$ cat src/rtl/ssr_pkg.sv
/*
 * shared constants, command encodings and the carrier struct for the
 * status and service request block.
 * assumes one clock domain; all users name items as ssr_pkg::name.
 */
// Notes on behaviour
// - four eight-bit status bytes: poll summary, standard event, measurement, fault.
// - a status bit is one while its event happened or condition holds.
// - poll bit 0 high only when no scan runs; paused counts as running.
// - poll bit 1 high when idle; bit 4 high while output buffer holds data.
// - poll bits 2,3,5 are OR of fault, measurement, event bytes AND enables.
// - summary bit stays set until all enabled bits below it are cleared.
// - query read of the poll byte clears nothing; bits track live conditions.
// - query bit 6 shows any enabled poll bit set, regardless of polling.
// - serial poll returns bit 6 once per request and clears only the request.
// - several enabled bits in one byte give one request until summary clears.
// - event bits 0,2,4,5,6,7 set on their causes; overflow flushes both queues.
// - standard event bits stick until read or clear-status.
// - measurement bits 0 to 3 set on overloads and reference unlock.
// - measurement bit 4 sets when frequency crosses between its two ranges.
// - bit 5 on indirect time constant change, 6 on armed trigger, 7 plot.
// - measurement bits stick until read or clear-status.
// - fault bits 2,4,6 set on memory, program store and processor test faults.
// - fault bit 5 on aborted fast transfer; 0,1,3,7 on other faults.
// - fault bits stick until read or clear-status.
// - whole-byte read clears the byte; indexed bit read clears that bit.
// - clear-status clears every status byte, leaves enables alone.
// - enables written and read as a whole byte or one indexed bit.
package ssr_pkg;

    localparam logic [7:0] STATUS_RST = 8'h00;
    localparam logic [7:0] ENABLE_RST = 8'h00;
    localparam logic [7:0] STD_USED = 8'hf5;
    localparam logic [7:0] SP_USED = 8'h3f;
    localparam logic [7:0] ALL_USED = 8'hff;
    localparam int SP_SCAN = 0;
    localparam int SP_IDLE = 1;
    localparam int SP_FAULT = 2;
    localparam int SP_MEAS = 3;
    localparam int SP_OUTBUF = 4;
    localparam int SP_STD = 5;
    localparam int SP_REQ = 6;
    // range thresholds in hundredths of a hertz
    localparam int FREQ_W = 24;
    localparam logic [23:0] RANGE_LO_CHZ = 24'h004dd1;
    localparam logic [23:0] RANGE_HI_CHZ = 24'h004f58;

    typedef enum logic [2:0] {
        OP_NONE = 3'h0,
        OP_RD_STAT = 3'h1,
        OP_RD_STAT_BIT = 3'h3,
        OP_RD_EN = 3'h2,
        OP_RD_EN_BIT = 3'h6,
        OP_WR_EN = 3'h7,
        OP_WR_EN_BIT = 3'h5,
        OP_CLEAR = 3'h4
    } ssr_op_t;

    typedef enum logic [1:0] {
        TG_POLL = 2'h0,
        TG_STD = 2'h1,
        TG_MEAS = 2'h2,
        TG_FAULT = 2'h3
    } ssr_tgt_t;

    typedef struct packed {
        ssr_op_t op;
        ssr_tgt_t target;
        logic [2:0] idx;
        logic [7:0] data;
    } ssr_cmd_t;

    function automatic logic [7:0] bit_mask(input logic [2:0] idx);
        bit_mask = 8'h01 << idx;
    endfunction

endpackage

$ cat src/rtl/ssr_req_gen.sv
/*
 * service request generator: rising enabled poll bits raise a
 * request that a serial poll clears.
 * assumes poll strobe is a one-cycle pulse on sys_clk.
 */
`timescale 1ns/1ps
module ssr_req_gen (
    input wire logic sys_clk,
    input wire logic rst_n,
    input wire logic ce,
    input wire logic [7:0] live,
    input wire logic poll,
    output logic pending
);

    logic [7:0] prev_r;
    logic rise;

    always_ff @(posedge sys_clk) begin
        if (!rst_n) begin
            prev_r <= ssr_pkg::STATUS_RST;
        end else if (ce) begin
            prev_r <= live;
        end
    end

    // a held bit gives no second edge
    assign rise = |(live & ~prev_r);

    always_ff @(posedge sys_clk) begin
        if (!rst_n) begin
            pending <= 1'b0;
        end else if (ce) begin
            pending <= rise | (pending & ~poll);
        end
    end

endmodule

$ cat src/rtl/ssr_status_core.sv
/*
 * status reporting core: four status bytes, their enables, the
 * poll summary, query and serial poll answers and service request.
 * assumes commands, poll strobes and event pulses come from logic
 * on sys_clk; condition levels are likewise synchronous.
 */
`timescale 1ns/1ps
module ssr_status_core (
    input wire logic sys_clk,
    input wire logic rst_n,
    input wire logic ce,
    // command port from the parser
    input wire logic cmd_valid,
    input wire ssr_pkg::ssr_cmd_t cmd,
    output logic rsp_valid,
    output logic [7:0] rsp_data,
    // serial poll from the bus interface
    input wire logic poll_strobe,
    output logic poll_valid,
    output logic [7:0] poll_data,
    output logic service_request,
    output logic queue_flush,
    // live conditions
    input wire logic scan_running,
    input wire logic scan_paused,
    input wire logic cmd_executing,
    input wire logic out_buf_nonempty,
    // standard event causes
    input wire logic input_queue_overflow,
    input wire logic output_queue_overflow,
    input wire logic execution_fault,
    input wire logic illegal_command,
    input wire logic user_activity,
    input wire logic power_on_event,
    // measurement causes
    input wire logic input_reserve_overload,
    input wire logic filter_overload,
    input wire logic output_overload,
    input wire logic reference_unlock,
    input wire logic freq_valid,
    input wire logic [23:0] det_freq_chz,
    input wire logic time_constant_changed,
    input wire logic trigger_seen,
    input wire logic trigger_seen_mode_armed,
    input wire logic plot_done,
    // fault causes
    input wire logic print_plot_fault,
    input wire logic backup_fault,
    input wire logic ram_test_fault,
    input wire logic disk_fault,
    input wire logic rom_test_fault,
    input wire logic fast_xfer_abort,
    input wire logic dsp_test_fault,
    input wire logic math_fault
);

    ////////////////////////////////////////////////////////////////
    // command decode

    logic is_rd_stat;
    logic is_rd_bit;
    logic is_wr_en;
    logic is_wr_en_bit;
    logic is_clear;
    logic [7:0] idx_mask;
    logic [7:0] rd_clr_vec;
    logic [7:0] en_wmask;
    logic [7:0] en_wdata;
    logic [3:0] tgt_hit;

    assign is_rd_stat = cmd_valid && (cmd.op == ssr_pkg::OP_RD_STAT);
    assign is_rd_bit = cmd_valid && (cmd.op == ssr_pkg::OP_RD_STAT_BIT);
    assign is_wr_en = cmd_valid && (cmd.op == ssr_pkg::OP_WR_EN);
    assign is_wr_en_bit = cmd_valid && (cmd.op == ssr_pkg::OP_WR_EN_BIT);
    assign is_clear = cmd_valid && (cmd.op == ssr_pkg::OP_CLEAR);
    assign idx_mask = ssr_pkg::bit_mask(cmd.idx);

    always_comb begin
        tgt_hit = 4'h0;
        tgt_hit[cmd.target] = 1'b1;
    end

    // whole read clears the byte, indexed read only its bit
    always_comb begin
        rd_clr_vec = 8'h00;
        if (is_rd_stat) begin
            rd_clr_vec = 8'hff;
        end else if (is_rd_bit) begin
            rd_clr_vec = idx_mask;
        end
        if (is_clear) begin
            rd_clr_vec = 8'hff;
        end
    end

    // bit write takes data bit 0 as the new value
    always_comb begin
        en_wmask = 8'h00;
        en_wdata = cmd.data;
        if (is_wr_en) begin
            en_wmask = 8'hff;
        end else if (is_wr_en_bit) begin
            en_wmask = idx_mask;
            en_wdata = {8{cmd.data[0]}};
        end
    end

    ////////////////////////////////////////////////////////////////
    // detection frequency range tracking

    logic range_hi_r;
    logic range_primed_r;
    logic range_nxt;
    logic range_event;

    // between the thresholds the current range is kept (hysteresis)
    always_comb begin
        range_nxt = range_hi_r;
        if (det_freq_chz < ssr_pkg::RANGE_LO_CHZ) begin
            range_nxt = 1'b0;
        end else if (det_freq_chz > ssr_pkg::RANGE_HI_CHZ) begin
            range_nxt = 1'b1;
        end
    end

    always_ff @(posedge sys_clk) begin
        if (!rst_n) begin
            range_hi_r <= 1'b0;
        end else if (ce && freq_valid) begin
            range_hi_r <= range_nxt;
        end
    end

    // first sample after reset only seeds the range, no event
    always_ff @(posedge sys_clk) begin
        if (!rst_n) begin
            range_primed_r <= 1'b0;
        end else if (ce && freq_valid) begin
            range_primed_r <= 1'b1;
        end
    end

    assign range_event = freq_valid && range_primed_r
        && (range_nxt != range_hi_r);

    ////////////////////////////////////////////////////////////////
    // event vectors

    logic [7:0] std_set;
    logic [7:0] meas_set;
    logic [7:0] fault_set;

    assign std_set = {
        power_on_event,
        user_activity,
        illegal_command,
        execution_fault,
        1'b0,
        output_queue_overflow,
        1'b0,
        input_queue_overflow
    };

    assign meas_set = {
        plot_done,
        trigger_seen & trigger_seen_mode_armed,
        time_constant_changed,
        range_event,
        reference_unlock,
        output_overload,
        filter_overload,
        input_reserve_overload
    };

    assign fault_set = {
        math_fault,
        dsp_test_fault,
        fast_xfer_abort,
        rom_test_fault,
        disk_fault,
        ram_test_fault,
        backup_fault,
        print_plot_fault
    };

    ////////////////////////////////////////////////////////////////
    // sticky status bytes

    logic [7:0] std_stat;
    logic [7:0] std_en;
    logic std_sum;
    logic [7:0] meas_stat;
    logic [7:0] meas_en;
    logic meas_sum;
    logic [7:0] fault_stat;
    logic [7:0] fault_en;
    logic fault_sum;

    ssr_sticky_byte #(
        .USED(ssr_pkg::STD_USED)
    ) u_std (
        .sys_clk(sys_clk),
        .rst_n(rst_n),
        .ce(ce),
        .set_vec(std_set),
        .clr_vec(tgt_hit[ssr_pkg::TG_STD] || is_clear ? rd_clr_vec : 8'h00),
        .en_wr(tgt_hit[ssr_pkg::TG_STD]),
        .en_wmask(en_wmask),
        .en_data(en_wdata),
        .status(std_stat),
        .enable(std_en),
        .summary(std_sum)
    );

    ssr_sticky_byte #(
        .USED(ssr_pkg::ALL_USED)
    ) u_meas (
        .sys_clk(sys_clk),
        .rst_n(rst_n),
        .ce(ce),
        .set_vec(meas_set),
        .clr_vec(tgt_hit[ssr_pkg::TG_MEAS] || is_clear ? rd_clr_vec : 8'h00),
        .en_wr(tgt_hit[ssr_pkg::TG_MEAS]),
        .en_wmask(en_wmask),
        .en_data(en_wdata),
        .status(meas_stat),
        .enable(meas_en),
        .summary(meas_sum)
    );

    ssr_sticky_byte #(
        .USED(ssr_pkg::ALL_USED)
    ) u_fault (
        .sys_clk(sys_clk),
        .rst_n(rst_n),
        .ce(ce),
        .set_vec(fault_set),
        .clr_vec(tgt_hit[ssr_pkg::TG_FAULT] || is_clear ? rd_clr_vec : 8'h00),
        .en_wr(tgt_hit[ssr_pkg::TG_FAULT]),
        .en_wmask(en_wmask),
        .en_data(en_wdata),
        .status(fault_stat),
        .enable(fault_en),
        .summary(fault_sum)
    );

    ////////////////////////////////////////////////////////////////
    // serial poll byte and its enable

    logic [7:0] sp_en_r;
    logic [7:0] sp_live;
    logic [7:0] sp_query;
    logic req_pending;

    always_ff @(posedge sys_clk) begin
        if (!rst_n) begin
            sp_en_r <= ssr_pkg::ENABLE_RST;
        end else if (ce && tgt_hit[ssr_pkg::TG_POLL]) begin
            // bit 6 and 7 enables do not exist
            sp_en_r <= ((sp_en_r & ~en_wmask) | (en_wdata & en_wmask))
                & ssr_pkg::SP_USED;
        end
    end

    always_comb begin
        sp_live = 8'h00;
        sp_live[ssr_pkg::SP_SCAN] = !(scan_running || scan_paused);
        sp_live[ssr_pkg::SP_IDLE] = !cmd_executing;
        sp_live[ssr_pkg::SP_FAULT] = fault_sum;
        sp_live[ssr_pkg::SP_MEAS] = meas_sum;
        sp_live[ssr_pkg::SP_OUTBUF] = out_buf_nonempty;
        sp_live[ssr_pkg::SP_STD] = std_sum;
    end

    // query view: bit 6 is the live enabled-and-set state
    always_comb begin
        sp_query = sp_live;
        sp_query[ssr_pkg::SP_REQ] = |(sp_live & sp_en_r);
    end

    ssr_req_gen u_req (
        .sys_clk(sys_clk),
        .rst_n(rst_n),
        .ce(ce),
        .live(sp_live & sp_en_r),
        .poll(poll_strobe),
        .pending(req_pending)
    );

    assign service_request = req_pending;

    ////////////////////////////////////////////////////////////////
    // serial poll answer

    // captured before the clear lands, so the first poll sees the request
    always_ff @(posedge sys_clk) begin
        if (!rst_n) begin
            poll_data <= 8'h00;
        end else if (ce && poll_strobe) begin
            poll_data <= {1'b0, req_pending, sp_live[5:0]};
        end
    end

    always_ff @(posedge sys_clk) begin
        if (!rst_n) begin
            poll_valid <= 1'b0;
        end else if (ce) begin
            poll_valid <= poll_strobe;
        end
    end

    ////////////////////////////////////////////////////////////////
    // query answers

    logic [7:0] stat_sel;
    logic [7:0] en_sel;
    logic [7:0] rsp_nxt;
    logic rsp_is_read;

    always_comb begin
        case (cmd.target)
            ssr_pkg::TG_POLL: begin
                stat_sel = sp_query;
                en_sel = sp_en_r;
            end
            ssr_pkg::TG_STD: begin
                stat_sel = std_stat;
                en_sel = std_en;
            end
            ssr_pkg::TG_MEAS: begin
                stat_sel = meas_stat;
                en_sel = meas_en;
            end
            default: begin
                stat_sel = fault_stat;
                en_sel = fault_en;
            end
        endcase
    end

    always_comb begin
        rsp_is_read = 1'b1;
        case (cmd.op)
            ssr_pkg::OP_RD_STAT: rsp_nxt = stat_sel;
            ssr_pkg::OP_RD_STAT_BIT: rsp_nxt = {7'h00, stat_sel[cmd.idx]};
            ssr_pkg::OP_RD_EN: rsp_nxt = en_sel;
            ssr_pkg::OP_RD_EN_BIT: rsp_nxt = {7'h00, en_sel[cmd.idx]};
            default: begin
                rsp_nxt = 8'h00;
                rsp_is_read = 1'b0;
            end
        endcase
    end

    always_ff @(posedge sys_clk) begin
        if (!rst_n) begin
            rsp_data <= 8'h00;
        end else if (ce && cmd_valid && rsp_is_read) begin
            rsp_data <= rsp_nxt;
        end
    end

    always_ff @(posedge sys_clk) begin
        if (!rst_n) begin
            rsp_valid <= 1'b0;
        end else if (ce) begin
            rsp_valid <= cmd_valid && rsp_is_read;
        end
    end

    ////////////////////////////////////////////////////////////////
    // queue flush on either overflow

    always_ff @(posedge sys_clk) begin
        if (!rst_n) begin
            queue_flush <= 1'b0;
        end else if (ce) begin
            queue_flush <= input_queue_overflow || output_queue_overflow;
        end
    end

endmodule

$ cat src/rtl/ssr_sticky_byte.sv
/*
 * one sticky status byte with its enable register and summary.
 * assumes set pulses and clear strobes on sys_clk.
 */
`timescale 1ns/1ps
module ssr_sticky_byte #(
    parameter logic [7:0] USED = 8'hff
) (
    input wire logic sys_clk,
    input wire logic rst_n,
    input wire logic ce,
    input wire logic [7:0] set_vec,
    input wire logic [7:0] clr_vec,
    input wire logic en_wr,
    input wire logic [7:0] en_wmask,
    input wire logic [7:0] en_data,
    output logic [7:0] status,
    output logic [7:0] enable,
    output logic summary
);

    always_ff @(posedge sys_clk) begin
        if (!rst_n) begin
            status <= ssr_pkg::STATUS_RST;
        end else if (ce) begin
            // set wins over a clear in the same cycle
            status <= ((status & ~clr_vec) | set_vec) & USED;
        end
    end

    always_ff @(posedge sys_clk) begin
        if (!rst_n) begin
            enable <= ssr_pkg::ENABLE_RST;
        end else if (ce && en_wr) begin
            enable <= (enable & ~en_wmask) | (en_data & en_wmask);
        end
    end

    assign summary = |(status & enable);

endmodule
$ cat config.mk
export PLATFORM = sky130hd
export DESIGN_NAME = ssr_status_core
export DESIGN_NICKNAME = d
export VERILOG_FILES = /design/src/rtl/ssr_pkg.sv /design/src/rtl/ssr_req_gen.sv /design/src/rtl/ssr_status_core.sv /design/src/rtl/ssr_sticky_byte.sv
export SDC_FILE = /design/constraint.sdc
export NUM_CORES = 1
export LEC_CHECK = 0
export BUFFER_PORTS_ARGS = -buffer_cell sky130_fd_sc_hd__buf_2
export CORE_MARGIN = 2
export CORE_UTILIZATION = 49
export DETAILED_ROUTE_END_ITERATION = 10
export PLACE_DENSITY = 0.81
export SLEW_MARGIN = 20
export SYNTH_ARGS = -nofsm -noshare
export SYNTH_HDL_FRONTEND = slang
export SYNTH_HIERARCHICAL = 1
export SYNTH_SLANG_ARGS = --single-unit
$ cat constraint.sdc
create_clock -name sys_clk -period 3.4 [get_ports sys_clk]
set_clock_uncertainty 0.05 [all_clocks]
set_input_delay 0.17 -clock sys_clk [delete_from_list [all_inputs] [get_ports sys_clk]]
set_output_delay 0.17 -clock sys_clk [all_outputs]
set_load 0.01 [all_outputs]
==> run summary, run 1 <==
Cells along the critical path -> a22oi_1 > nand4_1 > a222oi_1 > or4b_1 > a21o_1 > a22oi_1 > a21oi_1
Capturing point of the worst reg2reg path -> rsp_data[6]
Worst-path maximum fanout -> 4
Slew Limit Fails -> 0
PwrDens -> 360 mW/mm²
Drt wl/cell -> 19.5 µm
Diode count -> 0
DP Wirelength -> 11800 µm
Synthesized area per cell -> 8.42 µm²
Die ar. -> 0.0113 mm²
Chip width -> 106 µm
I/O pins -> 92
Fin crit share -> 71.4%
Worst-path clk slew -> 0.08 ns
Setup bufs post-CTS -> 0
Critical path's most frequent cell -> a22oi_1
Initial Util -> 50.0%
Iteration-0 DRC Markers -> 613
Detailed-router iteration count before antenna repair -> 7
Layout cell share with drive strength beyond 1 -> 24.9%
Worst-Margin Slew -> 0.964 ns
Critical path arrival -> 2.59 ns
Max Root-Sink Buffers -> 2
Total track usage -> 28.8%
Register area -> 0.00162 mm²
Slowest CP cell -> or4b_1
R2r setup slk -> 0.97 ns
Minimum clock period -> 2.43 ns
Footprint of the multi-input gates -> 0.00317 mm²
Worst Reg-to-Reg Cells -> 7
Post-DRT Antenna Nets -> 0
Final worst slack -> 0.973 ns
Slew margin rel. -> 35.7%
RSZ-0062 raised after global routing -> no
Critical Path RT -> 3.57 ns
Worst skew pair latency -> 0.37 ns
H-tree Lvls -> 3
FMAX -> 412 MHz
Vias in the first global route -> 4786
YS warnings -> 6
Max IR drop VDD -> 224 µV
Via density per instance -> 6.05
Final setup violation count -> 0
Total gr overflow -> 0
Top delay family on crit path -> compound AO/OA/AOI/OAI gates
Hold crit path type -> in2reg
Buffers on Ports -> 90
Hold WS -> 0.00834 ns
Antenna violations before repair -> 0
WS Path Type -> reg2reg
First-pass GRT wire length -> 25100 µm
Nature of the critical path startpoint -> flip-flop
Nature of the critical path endpoint -> flip-flop
Post-Syn Area -> 0.00512 mm²
CP max stage delay -> 0.50 ns
Final Hold Fails -> 0
Syn Inst Count -> 608
Crit path to -> rsp_data[6]
Leakage -> 0.00248 µW
Cts bufs inserted -> 9
Nets -> 750
Layout Area Growth over Synthesis -> 11.7%
Fillers -> 966
Largest net degree at the start of global routing -> 56
Area of the core -> 0.0102 mm²
Placement Setup Slack -> 1.02 ns
Routed vias -> 4957
Status -> completed
CP Buf/Inv Count -> 0
CTS tree -> built
MaxCap Viol Count -> 0
Crit path depth -> 7
Final Util -> 55.9%
CTS root buf -> clkbuf_8
Setup TNS -> 0 ns
Clock Sinks -> 81
Die H -> 106 µm
Post-route DRC -> 0
GP Congestion -> 0.953
Final Total Pwr -> 2060 µW
Final WL -> 16000 µm
# rows -> 37
==> routing by layer <==
layer	wire [µm]	vias up	track usage [%]
li1	-	2297	-
met1	6680	2346	37.9
met2	7220	265	44.0
met3	1380	49	5.70
met4	687	0	16.2
met5	0	-	0
==> worst min path at each step <==
stage          depth (start not counted)           endpoint            startpoint  slack (ns)
6_report                               3    u_std/status[0]  input_queue_overflow       0.008
3_5_place_dp                           3    u_std/status[5]       illegal_command        0.39
5_1_grt                                3    u_std/status[7]        power_on_event        0.01
3_3_place_gp                           3  u_fault/status[1]          backup_fault        0.38
4_1_cts                                3  u_fault/status[1]          backup_fault       0.006
2_1_floorplan                          1    u_req/prev_r[0]                 rst_n        0.25
==> timing repair <==
action / 4_1_cts / 5_1_grt
resized for setup: 0 / 0
hold endpoints to repair: 1 / 0
endpoints found under the setup margin: 0 / 0
hold buffers: 1 / 0
==> placed cells by master, fill, tap and decap left out, types with 9 or more instances in the layout <==
| master | n |
|---|---|
| nand2_1 | 116 |
| buf_2 | 90 |
| dfxtp_1 | 81 |
| nor2_1 | 47 |
| mux2i_1 | 34 |
| a21oi_1 | 29 |
| nand3_1 | 26 |
| a21boi_0 | 23 |
| o21ai_0 | 22 |
| a22oi_1 | 20 |
| a21bo_2 | 19 |
| nor2b_1 | 17 |
| mux4_2 | 16 |
| inv_1 | 14 |
| clkbuf_8 | 9 |
==> worst register-to-register path, stage by stage (launching register included) <==
cell	delay, ns
dfxtp_1	0.34
a22oi_1	0.28
nand4_1	0.27
a222oi_1	0.37
or4b_1	0.50
a21o_1	0.20
a22oi_1	0.18
a21oi_1	0.09
==> final cells by class <==
| type | instances | share of cell area (%) |
|---|---|---|
| Clock buffer | 11 | 2.30 |
| Sequential cell | 81 | 28.4 |
| Clock inverter | 5 | 0.984 |
| Multi-Input combinational cell | 474 | 55.5 |
| Inverter | 14 | 0.919 |
| Tap cell | 136 | 2.98 |
| Timing Repair Buffer | 98 | 8.97 |
==> where the power goes <==
part	internal, µW	switching (µW)
combinational	141	204
clock	339	366
sequential	981	30.0
==> metrics by stage <==
step | instances | area (µm²)
2_1_floorplan | 613 | 5140
3_3_place_gp | 802 | 5520
3_5_place_dp | 802 | 5520
4_1_cts | 819 | 5720
5_1_grt | 819 | 5720
6_report | 819 | 5720
No activity file was read; power rests on OpenSTA's default activity.
==> run 2, diff against run 1 <==
Settings changed: ABC_AREA set to 1, PLACE_DENSITY 0.81 to 0.85.
Clock period 3.4 ns to 2.2 ns, I/O delays scaled along.
==> run 2 against run 1 <==
The flow now finishes with violations (hold timing). Maximum frequency increased by 37%. Global-route usage is 0.11 points higher. Register-to-register slack got worse by 0.55 ns. Synthesized cell count grew 34%. Via count up 14%. Worst hold slack worse by 0.0085 ns. Sequential power is 55% higher. Largest power group unchanged. Clock-buffer cell count is 2 lower. Non-clock buffer count rose by 27. Sequential share of layout area is 0.74 points lower. Total power increased by 60%.
==> run summary, run 2 <==
Setup TNS -> 0 ns
Nature of the critical path startpoint -> flip-flop
R2r setup slk -> 0.42 ns
Iteration-0 DRC Markers -> 592
Chip width -> 104 µm
CTS root buf -> clkbuf_8
Nets -> 997
Slew margin rel. -> 61.4%
Antenna violations before repair -> 0
CP max stage delay -> 0.37 ns
Worst skew pair latency -> 0.37 ns
Clock Sinks -> 81
DP Wirelength -> 11500 µm
Max Root-Sink Buffers -> 2
Fillers -> 962
Post-Syn Area -> 0.00492 mm²
Layout cell share with drive strength beyond 1 -> 15.8%
Die ar. -> 0.0109 mm²
Met3 WL -> 1470 µm
Critical path's most frequent cell -> nand2_1
Diode count -> 0
Drt wl/cell -> 14.6 µm
Minimum clock period -> 1.78 ns
Synthesized area per cell -> 6.04 µm²
Hold Path Sink -> poll_data[4]
Worst-Margin Slew -> 0.576 ns
Fin crit share -> 80.7%
Violated checks -> hold timing
Capturing point of the worst reg2reg path -> rsp_data[0]
Worst Min Path Start -> out_buf_nonempty
Final setup violation count -> 0
Hold-critical path depth -> 3
Worst-path clk slew -> 0.09 ns
Max IR drop VDD -> 254 µV
Nature of the critical path endpoint -> flip-flop
Layout Area Growth over Synthesis -> 19.4%
YS warnings -> 6
Final WL -> 15500 µm
Fin area -> 0.00587 mm²
Total gr overflow -> 0
Largest net degree at the start of global routing -> 51
Hold crit path type -> in2reg
Post-Route M1 WL -> 6680 µm
Via density per instance -> 5.33
Syn Inst Count -> 815
Placed Area -> 0.00541 mm²
Commonest non-fill, non-tap cells in the layout -> 277 x nand2_1, 130 x nor2_1, 90 x buf_2
GP Congestion -> 1.07
H-tree Lvls -> 3
Max Used Layer -> met4
FMAX -> 563 MHz
I/O pins -> 92
Routed vias -> 5669
Leakage -> 0.00287 µW
Buffers on Ports -> 90
Initial Util -> 50.3%
Cts bufs inserted -> 9
Status -> complete, but fails checks
First-pass GRT wire length -> 25200 µm
Detailed-router iteration count before antenna repair -> 6
Cells along the critical path -> nand2_1 > nand2_1 > nor2_1 > nand2_1 > nand2_1 > nand2_1 > nor2_1 > nand3_1 > nand2_1 > nand2_1 > nand2_1 > a21oi_1 > nand3_1 > nand3_1 > nand2_1 > inv_1
Die H -> 104 µm
Post-DRT Antenna Nets -> 0
Critical Path RT -> 2.43 ns
Post-route DRC -> 0
Area of the core -> 0.00977 mm²
# rows -> 36
Met2 WL -> 6690 µm
Hold WS -> -0.000123 ns
Total track usage -> 28.9%
Final Hold Fails -> 1
Slew Limit Fails -> 0
Critical path arrival -> 2.01 ns
Commonest non-fill, non-tap cell in the layout -> nand2_1
Worst-path maximum fanout -> 3
CTS tree -> built
Slowest CP cell -> dfxtp_1
Worst Reg-to-Reg Cells -> 16
MaxCap Viol Count -> 0
WS Path Type -> reg2reg
RSZ-0062 raised after global routing -> no
Vias in the first global route -> 5144
PwrDens -> 562 mW/mm²
## run 2: worst max path at each step
stage / from / endpoint / slack (ns) / cells past startpoint
global placement: cmd[11] / rsp_data[0] / 0.25 / 13
global route: u_meas/status[3] / rsp_data[0] / 0.24 / 16
detailed placement: cmd[11] / rsp_data[0] / 0.23 / 13
finish: flip-flop / rsp_data[0] / 0.42 / 16
CTS: flip-flop / rsp_data[0] / 0.46 / 16
floorplan: cmd_valid / flip-flop / 0.81 / 9
## run 2: cell type report
| cell class | count | area (µm²) | area share (%) |
|---|---|---|---|
| Multi-Input combinational cell | 623 | 2790 | 47.4 |
| Sequential cell | 81 | 1620 | 27.6 |
| Timing Repair Buffer | 125 | 778 | 13.3 |
| Inverter | 85 | 319 | 5.43 |
| Tap cell | 133 | 166 | 2.83 |
| Clock buffer | 9 | 124 | 2.11 |
| Clock inverter | 7 | 78.8 | 1.34 |
## run 2: metrics by stage
stage / instances / utilization [%] / power, µW / worst slack [ns]
after detailed placement: 1021 / 55.4 / 2120 / 0.231
after CTS: 1063 / 60.1 / 3290 / 0.462
after floorplan: 820 / - / 1930 / 0.809
after global placement: 1021 / 55.4 / 2120 / 0.250
final: 1063 / 60.1 / 3300 / 0.424
after global routing: 1063 / 60.1 / 3440 / 0.240
## run 2: timing repair
action / in CTS / in global routing
hold endpoints to repair: 25 / 0
setup buffers: 0 / 0
hold buffers: 26 / 0
resized for setup: 0 / 0
## run 2: routing by layer
| layer | up-vias | track usage (%) |
|---|---|---|
| li1 | 2778 | - |
| met1 | 2527 | 38.8 |
| met2 | 317 | 44.5 |
| met3 | 47 | 5.51 |
| met4 | 0 | 14.0 |
| met5 | - | 0 |
## run 2: critical path: cells and delay by family, from the launching register on
kind,cells,cell delay [ns]
buffers and inverters,1,0.03
AO/OA/AOI/OAI,1,0.08
AND/OR/NAND/NOR,14,1.15
flip-flops,1,0.37
## run 2: power breakdown
group / switching (µW) / internal, µW
Combinational: 359 / 210
Sequential: 45.5 / 1530
Clock: 626 / 536
==> run 3, diff against run 2 <==
Clock period 2.2 ns to 1.56 ns, I/O delays scaled along.
==> run 3 against run 2 <==
The flow finishes with violations (setup timing). Wire length rose by 9.5%. Global-route usage rose by 2.2 points. Register-to-register slack got worse by 0.52 ns.
==> run summary, run 3 (synthesized netlist as in run 2, its figures left out) <==
Fin crit share -> 106%
Worst-path maximum fanout -> 3
FMAX -> 604 MHz
# rows -> 36
Layout Area Growth over Synthesis -> 37.1%
Chip width -> 104 µm
Area of the core -> 0.00977 mm²
Max IR drop VDD -> 482 µV
Violated checks -> setup timing
Final setup violation count -> 3
Fin area -> 0.00675 mm²
First-pass GRT wire length -> 26800 µm
Post-route DRC -> 0
CTS root buf -> clkbuf_8
Worst Min Path Start -> cmd[0]
CTS tree -> built
Status -> complete, but fails checks
Commonest non-fill, non-tap cell in the layout -> nand2_1
Iteration-0 DRC Markers -> 619
Worst-Margin Slew -> 0.551 ns
Final WL -> 17000 µm
GP Congestion -> 1.03
Worst-path clk slew -> 0.08 ns
Post-DRT Antenna Nets -> 0
Initial Util -> 50.3%
Placed Area -> 0.00598 mm²
Vias in the first global route -> 5609
I/O pins -> 92
DP Wirelength -> 12400 µm
Nature of the critical path endpoint -> flip-flop
Minimum clock period -> 1.66 ns
Hold WS -> 0.00810 ns
WS Path Type -> reg2reg
Fillers -> 842
Worst skew pair latency -> 0.36 ns
Final worst slack -> -0.0959 ns
Leakage -> 0.00339 µW
Commonest non-fill, non-tap cells in the layout -> 259 x nand2_1, 125 x nor2_1, 95 x buf_4
Drt wl/cell -> 14.7 µm
Largest net degree at the start of global routing -> 46
Die H -> 104 µm
Clock Sinks -> 81
RSZ-0062 raised after global routing -> yes
H-tree Lvls -> 3
Total gr overflow -> 0
Antenna violations before repair -> 0
Setup TNS -> -0.241 ns
Cts bufs inserted -> 9
Detailed-router iteration count before antenna repair -> 7
Die ar. -> 0.0109 mm²
Routed vias -> 6024
Final Hold Fails -> 0
Placement Setup Slack -> -0.0759 ns
Buffers on Ports -> 90
PwrDens -> 708 mW/mm²
Total track usage -> 31.1%
Critical Path RT -> 1.76 ns
Diode count -> 0
Layout cell share with drive strength beyond 1 -> 28.8%
MaxCap Viol Count -> 0
Critical path arrival -> 1.86 ns
Slew Limit Fails -> 0
Hold crit path type -> in2reg
Slew margin rel. -> 63.2%
Nets -> 1091
Nature of the critical path startpoint -> flip-flop
Via density per instance -> 5.21
Max Root-Sink Buffers -> 2
[run 3: layout make-up]
class                      instances  area [µm²]  share of cell area, %
clock inverter                     5        56.3                  0.835
timing repair buffer             219        1540                   22.9
tap                              133         166                   2.47
clock buffer                      10         128                   1.89
multi-input combinational        623        2870                   42.6
sequential                        81        1660                   24.6
inverter                          85         319                   4.73
[run 3: final timing paths]
kind | to | slack (ns) | cells after the start
setup / recovery | poll_data[3] | -0.1 | 11
hold / removal | flip-flop | 0.008 | 3
setup reg to reg | poll_data[3] | -0.1 | 11
hold reg to reg | u_req/prev_r[4] | 0.41 | 2
[run 3: critical path, cell delays in order, from the launching register on]
cell and delay (ns):
dfxtp_2 0.33, nand2_1 0.08, nand2_1 0.08, nor2_2 0.11
nand2_2 0.10, buf_4 0.14, buf_4 0.11, buf_4 0.12
buf_4 0.12, buf_4 0.13, o21ai_2 0.11, nor2_1 0.06
[run 3: layer usage]
layer  vias up  wire (µm)  track usage [%]
li1       2971          -                -
met1      2648       7070             40.3
met2       351       7630             51.2
met3        54       1680             5.26
met4         0        602             13.3
met5         -          0                0
[run 3: power breakdown]
| group | switching [µW] | internal (µW) | leakage (µW) |
|---|---|---|---|
| Combinational | 584 | 440 | 0.00262 |
| Sequential | 49.7 | 2160 | 0.000675 |
| Clock | 816 | 733 | 0.0000925 |
[run 3: per-stage QoR]
stage	power (µW)	cells	utilization, %
after detailed placement	3150	1090	61.2
after global routing	4960	1156	69.0
after floorplan	2720	820	-
after CTS	4710	1149	67.4
after global placement	3140	1090	61.2
final	4780	1156	69.0
[run 3: timing repair]
| action | in CTS | in global routing |
|---|---|---|
| buffers inserted | 14 | 7 |
| endpoints found under the setup margin | 3 | 8 |
| pin swaps | 9 | 17 |
| resized for setup | 14 | 49 |
| hold buffers | 30 | 0 |
| hold endpoints to repair | 29 | 0 |
